File: config.mk
export PLATFORM = sky130hd
export DESIGN_NAME = socket_global_control_regs
export DESIGN_NICKNAME = d
export VERILOG_FILES = /design/src/rtl/exca_gctl_pkg.sv /design/src/rtl/socket_global_control_regs.sv
export SDC_FILE = /design/constraint.sdc
export NUM_CORES = 1
export LEC_CHECK = 0
export ABC_AREA = 1
export BUFFER_PORTS_ARGS = -buffer_cell sky130_fd_sc_hd__buf_2
export CAP_MARGIN = 20
export CORE_MARGIN = 3
export CORE_UTILIZATION = 48
export DETAILED_ROUTE_END_ITERATION = 6
export PLACE_DENSITY = 0.78
export SLEW_MARGIN = 20
export SYNTH_ARGS = -nofsm -noshare
export SYNTH_HDL_FRONTEND = slang
export SYNTH_SLANG_ARGS = --single-unit
File: constraint.sdc
create_clock -name i_clk -period 1.8 [get_ports i_clk]
set_input_delay 0.54 -clock i_clk [delete_from_list [all_inputs] [get_ports i_clk]]
set_output_delay 0.54 -clock i_clk [all_outputs]
set_load 0.05 [all_outputs]
File: src/rtl/exca_gctl_pkg.sv
// constants and types for the socket global control register slice
//
// Functional notes
// - global control bits 7-5 read zero
// - bit 4 card B edge/level signalling
// - bit 3 card A edge/level signalling
// - bit 2 read-clear or write-one-clear flags
// - bit 1 status change edge/level signalling
// - sleep: card outputs floating except active cycle
// - sleep still takes interrupts; access wakes
// - bits 2-0 cleared only by global reset
// - window 0/1 offset low bytes at 36h/38h
// - offset low bit 0 reads zero, rest writable
// - write-one clear of card detect clears software bit
package exca_gctl_pkg;

    // byte offsets from the socket base
    localparam logic [11:0] OFS_STATUS_CHANGE = 12'h804;
    localparam logic [11:0] OFS_CARD_DETECT   = 12'h816;
    localparam logic [11:0] OFS_GLOBAL_CTRL   = 12'h81e;
    localparam logic [11:0] OFS_IO_WIN0_LOW   = 12'h836;
    localparam logic [11:0] OFS_IO_WIN1_LOW   = 12'h838;

    // reset values
    localparam logic [7:0] GCTL_RESET   = 8'h00;
    localparam logic [7:0] IOWIN_RESET  = 8'h00;
    localparam logic [7:0] READ_ZERO    = 8'h00;

    // writable bits
    localparam logic [7:0] IOWIN_WMASK  = 8'hfe;

    // field positions
    localparam int SLEEP_BIT       = 0;
    localparam int CSC_SIG_BIT     = 1;
    localparam int FLAG_CLEAR_BIT  = 2;
    localparam int CARD_A_BIT      = 3;
    localparam int CARD_B_BIT      = 4;
    localparam int CSC_DETECT_BIT  = 3;
    localparam int SW_DETECT_BIT   = 5;
    localparam int CSC_FLAGS       = 4;

    // global control fields, bit 4 down to bit 0
    typedef struct packed {
        logic second_card_irq_signalling;
        logic first_card_irq_signalling;
        logic flag_clear_method;
        logic status_change_irq_signalling;
        logic card_interface_sleep;
    } gctl_t;

    // one register access from the host side
    typedef struct packed {
        logic [11:0] addr;
        logic        wr;
        logic        rd;
        logic [7:0]  wdata;
    } reg_req_t;

    // card interface cycle state
    typedef enum logic [0:0] {
        CYC_IDLE   = 1'b0,
        CYC_ACTIVE = 1'b1
    } cyc_state_t;

endpackage

File: src/rtl/socket_global_control_regs.sv
// socket global control, status change flags and io window offset low bytes
`timescale 1ns/100ps
`default_nettype none
module socket_global_control_regs #(
    parameter int CSC_W = exca_gctl_pkg::CSC_FLAGS
) (
    input  wire logic                    i_clk,
    input  wire logic                    i_rst_n,
    input  wire logic                    i_global_reset_n,
    input  wire exca_gctl_pkg::reg_req_t i_reg_req,
    input  wire logic [CSC_W-1:0]        i_csc_event,
    input  wire logic                    i_card_detect_enable,
    input  wire logic                    i_card_cycle_req,
    input  wire logic                    i_card_cycle_done,
    output logic [7:0]                   o_reg_rdata,
    output logic                         o_reg_rvalid,
    output logic                         o_second_card_level,
    output logic                         o_first_card_level,
    output logic                         o_status_change_level,
    output logic                         o_status_change_pending,
    output logic                         o_sw_card_detect_irq,
    output logic                         o_card_out_en,
    output logic [7:0]                   o_io_win0_low,
    output logic [7:0]                   o_io_win1_low
);

    // width of the implemented global control fields
    localparam int GCTL_W = $bits(exca_gctl_pkg::gctl_t);

    // address compare used by every decode
    function automatic logic hit(input logic [11:0] a, input logic [11:0] ofs);
        hit = (a == ofs);
    endfunction

    // write strobe aimed at one byte offset
    function automatic logic wr_hit(input exca_gctl_pkg::reg_req_t r, input logic [11:0] ofs);
        wr_hit = r.wr && hit(r.addr, ofs);
    endfunction

    // read strobe aimed at one byte offset
    function automatic logic rd_hit(input exca_gctl_pkg::reg_req_t r, input logic [11:0] ofs);
        rd_hit = r.rd && hit(r.addr, ofs);
    endfunction

    // global control as a byte, bits 7-5 forced low
    function automatic logic [7:0] gctl_byte(input exca_gctl_pkg::gctl_t g);
        gctl_byte = {{(8 - GCTL_W){1'b0}}, g};
    endfunction

    // window offset low byte as stored, bit 0 never kept
    function automatic logic [7:0] win_byte(input logic [7:0] d);
        win_byte = d & exca_gctl_pkg::IOWIN_WMASK;
    endfunction

    // global reset synchroniser
    logic                  global_reset_meta;        // first synchroniser stage
    logic                  next_global_reset_meta;   // pin value to capture
    logic                  global_reset_sync_n;      // synchronised global reset
    logic                  next_global_reset_sync_n; // first stage moved on

    // register contents
    exca_gctl_pkg::gctl_t  gctl;           // global control fields
    exca_gctl_pkg::gctl_t  next_gctl;      // global control next value
    logic [7:0]            iow0;           // window 0 offset low
    logic [7:0]            next_iow0;      // window 0 next value
    logic [7:0]            iow1;           // window 1 offset low
    logic [7:0]            next_iow1;      // window 1 next value

    // status change flags
    logic [CSC_W-1:0]      card_status_change_register;            // status change flags
    logic [CSC_W-1:0]      next_csc;       // flags after set and clear
    logic                  pend;           // any flag set
    logic                  next_pend;      // any flag set next cycle
    logic                  sw_cd;          // software card detect request
    logic                  next_sw_cd;     // request next value

    // read answer
    logic [7:0]            rdata;          // read byte held for the host
    logic [7:0]            next_rdata;     // byte selected by the read
    logic                  rvalid;         // read answer strobe
    logic                  next_rvalid;    // strobe next value

    // card interface
    exca_gctl_pkg::cyc_state_t cyc;        // card cycle state
    exca_gctl_pkg::cyc_state_t next_cyc;   // card cycle next state
    logic                  out_en;         // card outputs driven
    logic                  next_out_en;    // drive decision next cycle

    // decoded host accesses
    logic                  wr_gctl;        // write of global control
    logic                  wr_csc;         // write of status change flags
    logic                  rd_csc;         // read of status change flags
    logic                  wr_cd;          // write of card detect control
    logic                  wr_win0;        // write of window 0 low byte
    logic                  wr_win1;        // write of window 1 low byte

    // global reset pin passes two flops before use; no reset on
    // these stages, the pin itself is the reset they carry
    always_comb begin
        next_global_reset_meta   = i_global_reset_n;
        next_global_reset_sync_n = global_reset_meta;
    end

    // synchroniser stages
    always_ff @(posedge i_clk) begin
        global_reset_meta   <= next_global_reset_meta;
        global_reset_sync_n <= next_global_reset_sync_n;
    end

    // access decodes
    always_comb begin
        // one strobe per cycle, so at most one of these is high
        wr_gctl = wr_hit(i_reg_req, exca_gctl_pkg::OFS_GLOBAL_CTRL);
        wr_csc  = wr_hit(i_reg_req, exca_gctl_pkg::OFS_STATUS_CHANGE);
        rd_csc  = rd_hit(i_reg_req, exca_gctl_pkg::OFS_STATUS_CHANGE);
        wr_cd   = wr_hit(i_reg_req, exca_gctl_pkg::OFS_CARD_DETECT);
        wr_win0 = wr_hit(i_reg_req, exca_gctl_pkg::OFS_IO_WIN0_LOW);
        wr_win1 = wr_hit(i_reg_req, exca_gctl_pkg::OFS_IO_WIN1_LOW);
    end

    // global control next value
    always_comb begin
        next_gctl = gctl;
        if (wr_gctl) begin
            next_gctl = i_reg_req.wdata[GCTL_W-1:0];
        end
        if (!i_rst_n) begin
            // bus reset clears only the interrupt mode bits of cards
            // sleep, clear method and change mode are kept
            next_gctl.second_card_irq_signalling = 1'b0;
            next_gctl.first_card_irq_signalling  = 1'b0;
        end
        if (!global_reset_sync_n) begin
            next_gctl = exca_gctl_pkg::GCTL_RESET[GCTL_W-1:0];
        end
    end

    // global control register, bus reset handled in next value
    always_ff @(posedge i_clk) begin
        gctl <= next_gctl;
    end

    // io window offset low bytes
    always_comb begin
        next_iow0 = iow0;
        next_iow1 = iow1;
        // two byte registers at their socket offsets
        if (wr_win0) begin
            // window 0 takes the written byte
            next_iow0 = win_byte(i_reg_req.wdata);
        end
        if (wr_win1) begin
            // window 1 takes the written byte
            next_iow1 = win_byte(i_reg_req.wdata);
        end
    end

    // bit 0 masked, reset to zero
    always_ff @(posedge i_clk) begin
        if (!i_rst_n) begin
            // bus reset returns both bytes to zero
            iow0 <= exca_gctl_pkg::IOWIN_RESET;
            iow1 <= exca_gctl_pkg::IOWIN_RESET;
        end else begin
            // hold or take the written byte
            iow0 <= next_iow0;
            iow1 <= next_iow1;
        end
    end

    // status change flags and software card detect
    always_comb begin
        next_csc   = card_status_change_register;
        next_sw_cd = sw_cd;
        // clearing method follows the flag clear field
        if (gctl.flag_clear_method) begin
            // write-one-clear mode: only written ones clear
            if (wr_csc) begin
                next_csc = card_status_change_register & ~i_reg_req.wdata[CSC_W-1:0];
                // clearing card detect clears the software request
                if (i_reg_req.wdata[exca_gctl_pkg::CSC_DETECT_BIT]) begin
                    next_sw_cd = 1'b0;
                end
            end
        end else if (rd_csc) begin
            // cleared in the cycle the value is returned
            next_csc = '0;
        end
        // software card detect raises a card detect change
        if (wr_cd && i_reg_req.wdata[exca_gctl_pkg::SW_DETECT_BIT] && i_card_detect_enable) begin
            next_sw_cd = 1'b1;
            next_csc[exca_gctl_pkg::CSC_DETECT_BIT] = 1'b1;
        end
        // events taken even while asleep; set wins over clear
        next_csc = next_csc | i_csc_event;
        // summary is registered too, so the pending output is a flop
        next_pend = |next_csc;
    end

    // flag registers
    always_ff @(posedge i_clk) begin
        if (!i_rst_n) begin
            // bus reset drops every flag and the software request
            card_status_change_register   <= '0;
            pend  <= 1'b0;
            sw_cd <= 1'b0;
        end else begin
            card_status_change_register   <= next_csc;
            pend  <= next_pend;
            sw_cd <= next_sw_cd;
        end
    end

    // read data, answered one cycle after the read strobe
    always_comb begin
        next_rvalid = i_reg_req.rd;
        next_rdata  = exca_gctl_pkg::READ_ZERO;
        if (i_reg_req.rd) begin
            if (hit(i_reg_req.addr, exca_gctl_pkg::OFS_GLOBAL_CTRL)) begin
                next_rdata = gctl_byte(gctl);
            end else if (hit(i_reg_req.addr, exca_gctl_pkg::OFS_IO_WIN0_LOW)) begin
                // stored byte, bit 0 already zero
                next_rdata = iow0;
            end else if (hit(i_reg_req.addr, exca_gctl_pkg::OFS_IO_WIN1_LOW)) begin
                // window 1 stored byte
                next_rdata = iow1;
            end else if (rd_csc) begin
                // flags as they stood before this read, cleared by it in read-clear mode only
                next_rdata = {{(8 - CSC_W){1'b0}}, card_status_change_register};
            end else begin
                // unmapped or write-only bytes read zero
                next_rdata = exca_gctl_pkg::READ_ZERO;
            end
        end
    end

    // read answer registers
    always_ff @(posedge i_clk) begin
        if (!i_rst_n) begin
            // no answer pending after bus reset
            rdata  <= exca_gctl_pkg::READ_ZERO;
            rvalid <= 1'b0;
        end else begin
            // answer stands for one cycle
            rdata  <= next_rdata;
            rvalid <= next_rvalid;
        end
    end

    // card cycle tracking and output enable
    always_comb begin
        next_cyc = cyc;
        unique case (cyc)
            exca_gctl_pkg::CYC_IDLE: begin
                // only a real access wakes the interface
                if (i_card_cycle_req) begin
                    next_cyc = exca_gctl_pkg::CYC_ACTIVE;
                end
            end
            exca_gctl_pkg::CYC_ACTIVE: begin
                // done from the card closes the cycle
                if (i_card_cycle_done) begin
                    next_cyc = exca_gctl_pkg::CYC_IDLE;
                end
            end
        endcase
        // asleep, drive only during an active cycle
        next_out_en = !gctl.card_interface_sleep
                      || (next_cyc == exca_gctl_pkg::CYC_ACTIVE);
    end

    // cycle state registers
    always_ff @(posedge i_clk) begin
        if (!i_rst_n) begin
            // outputs float while bus reset holds
            cyc    <= exca_gctl_pkg::CYC_IDLE;
            out_en <= 1'b0;
        end else begin
            // track the cycle and the drive decision
            cyc    <= next_cyc;
            out_en <= next_out_en;
        end
    end

    // outputs straight from flops
    always_comb begin
        o_reg_rdata             = rdata;
        o_reg_rvalid            = rvalid;
        o_second_card_level     = gctl.second_card_irq_signalling;
        o_first_card_level      = gctl.first_card_irq_signalling;
        o_status_change_level   = gctl.status_change_irq_signalling;
        // flag summary and software request
        o_status_change_pending = pend;
        o_sw_card_detect_irq    = sw_cd;
        o_card_out_en           = out_en;
        // window offset low bytes as stored
        o_io_win0_low           = iow0;
        o_io_win1_low           = iow1;
    end

endmodule
`default_nettype wire

==> metrics.md <==
| Metric | Value |
|---|---|
| Vias | 1657 |
| Buf/Inv on CP | 1 |
| Vias per cell | 5.05 |
| CTS tree | built |
| DR DRC count | 0 |
| Root Driver | clkbuf_4 |
| Leakage | 1.09 nW |
| Clock insertion delay at the later pin of the skew report | 0.34 ns |
| Setup CP Type | reg2out |
| Clock transition at path regs | 0.11 ns |
| Ys Warns | 0 |
| Min Tclk post-route | 1.55 ns |
| Critical path cell sequence | buf_2 |
| Synthesized cell area | 0.00168 mm² |
| Startpoint types | register |
| Synth Register Bits | 38 |
| Core ar. | 0.00320 mm² |
| DRT Pass-1 Iters | 4 |
| FP Rows | 20 |
| Routed len/inst | 12.3 µm |
| Share of layout cells above drive strength 1 | 33.5% |
| Post-synth cell types | 27 |
| Resized Gates After CTS | 0 |
| Most frequent cells in the layout | buf_2 (60), dfxtp_1 (38), inv_1 (26), nand2_1 (26), a21oi_1 (23) |
| Synth-to-Final Area Change | 24.9% |
| Hold Buf Count CTS | 0 |
| Longest Clk Path Bufs | 2 |
| Critical-path maximum fanout | 3 |
| Top cell family by delay on the critical path | flip-flops |
| Vias in the first global route | 1521 |
| Most common cell after layout, fill and taps aside | buf_2 |
| Final hold viol count | 0 |
| Total Wirelength | 4.02 mm |
| Largest net degree at the start of global routing | 17 |
| Grt total ovfl | 0 |
| Final setup viols | 0 |
| Avg Inst Size Synth | 7.79 µm² |
| Chip Width | 65.2 µm |
| Yosys top cell by area | dfxtp_1 |
| RSZ-0062 raised after global routing | false |
| Cell count after synthesis | 216 |
| Routability cong. | 0.912 |
| Max Transition Viols Final | 0 |
| Data required time of the worst path | 1.26 ns |
| VDD IR-drop max | 0.433 mV |
| TNS Setup | 0 ns |
| Antenna Cells | 0 |
| Crit path DAT | 1.01 ns |
| Synth area leaders | dfxtp_1 (45%), a21oi_1 (6.8%), inv_1 (5.8%), nand2_1 (5.8%), o21ai_1 (5.4%) |
| Number of I/O pins | 63 |
| Net count, final | 315 |
| First-pass GRT wire length | 6.81 mm |
| Port bufs | 60 |
| Slowest cell delay on critical path | 0.39 ns |
| Clock Sinks | 38 |
| Final cycle utilization of the critical path | 86.4% |
| CTS buffer count | 5 |
| Die area | 0.00425 mm² |
| Max Cap Viol | 0 |
| Initial antenna violation count | 0 |
| Sequential share of the synthesized area | 45.2% |
| Status | finished, final reports clean |
| Max Fclk | 643 MHz |
| Final Util | 65.6% |
| Synth top area share | 45.2% |
| ANT nets after route | 0 |
| GR Util All Layers | 20.7% |
| DPL Wire Length | 3.24 mm |
| H-tree levels | 2 |
| Post-CTS setup buffers | 0 |
| Clock skew | 0.00498 ns |
| Pwr per Cell Area | 699 mW/mm² |
| Hold crit path type | in2reg |
| Critical Path End Type | output pin |
| Starting Density | 52.5% |
| DIE HEIGHT | 65.2 µm |
| DRT iter0 DRCs | 105 |
| Crit-path slowest cell | dfxtp_1 |
## metal layers
metal / up-vias / global-route usage [%] / wire length, µm
li1: 841 / - / -
met1: 755 / 26.9 / 1790
met2: 52 / 33.0 / 1920
met3: 9 / 5.47 / 252
met4: 0 / 7.25 / 61
met5: - / 0 / 0
## final timing paths
kind / start / end / slack (ns) / cells after the start
worst min register to register: global_reset_meta / global_reset_sync_n / 0.34 / 0
worst min-delay path: i_global_reset_n / global_reset_meta / 0.30 / 1
worst max register to register: gctl[2] / o_status_change_pending / 0.70 / 7
worst max-delay path: o_io_win0_low[1] / o_io_win0_low[1] / 0.25 / 1
## metrics by stage
stage | setup WS [ns] | total power [mW] | cell area, µm² | hold slack [ns] | instances
floorplan | 0.297 | 0.965 | 1690 | 0.310 | 217
global placement | 0.0223 | 1.02 | 2040 | 0.312 | 320
detailed placement | 0.0127 | 1.03 | 2040 | 0.318 | 320
CTS | 0.238 | 1.47 | 2100 | 0.298 | 328
global route | 0.186 | 1.53 | 2100 | 0.284 | 328
finish | 0.245 | 1.47 | 2100 | 0.297 | 328
## synthesized netlist by cell type
master and number:
dfxtp_1 38, inv_1 26, nand2_1 26, a21oi_1 23, nor2_1 22, o21ai_1 18, nand3_1 14, inv_2 7
o21ai_0 7, nor2_2 5, nor2_4 5, nand4_1 4, buf_4 3, o211ai_1 3, a211oi_1 2, nor2_8 2
a22oi_1 1, a31oi_1 1, and2_1 1, clkbuf_1 1, conb_1 1, nand2_2 1, nand2_4 1, nand3_2 1
nand4_2 1, nand4_4 1, nor3_1 1
## sequential cells by signal (all words and copies together) (netlist names)
register	cells
global_reset_sync_n	1
o_card_out_en	1
o_status_change_pending	1
o_status_change_level	1
o_sw_card_detect_irq	1
o_reg_rvalid	1
o_io_win1_low	7
o_reg_rdata	8
o_io_win0_low	7
o_first_card_level	1
cyc	1
global_reset_meta	1
card_status_change_register	4
o_second_card_level	1
gctl	2
## area by class of cell
cell class / count / area (µm²)
inverter: 33 / 124
sequential: 38 / 761
clock inverter: 2 / 12.5
clock buffer: 6 / 51.3
tap: 44 / 55.1
multi-input combinational: 142 / 774
timing repair buffer: 63 / 323
fill: 310 / 1100
## report_power, final
part | internal, mW | switching, mW | total, mW
Sequential | 0.855 | 0.00654 | 0.861
Clock | 0.188 | 0.272 | 0.460
Combinational | 0.0497 | 0.0972 | 0.147
Total | 1.09 | 0.376 | 1.47
## cell families after synthesis
group           share of synthesized area [%]
flops                                    45.2
buf+inv                                  8.93
other cells                             0.223
simple gates                             28.3
compound gates                           17.3
Power figures use the tool's default switching activity.
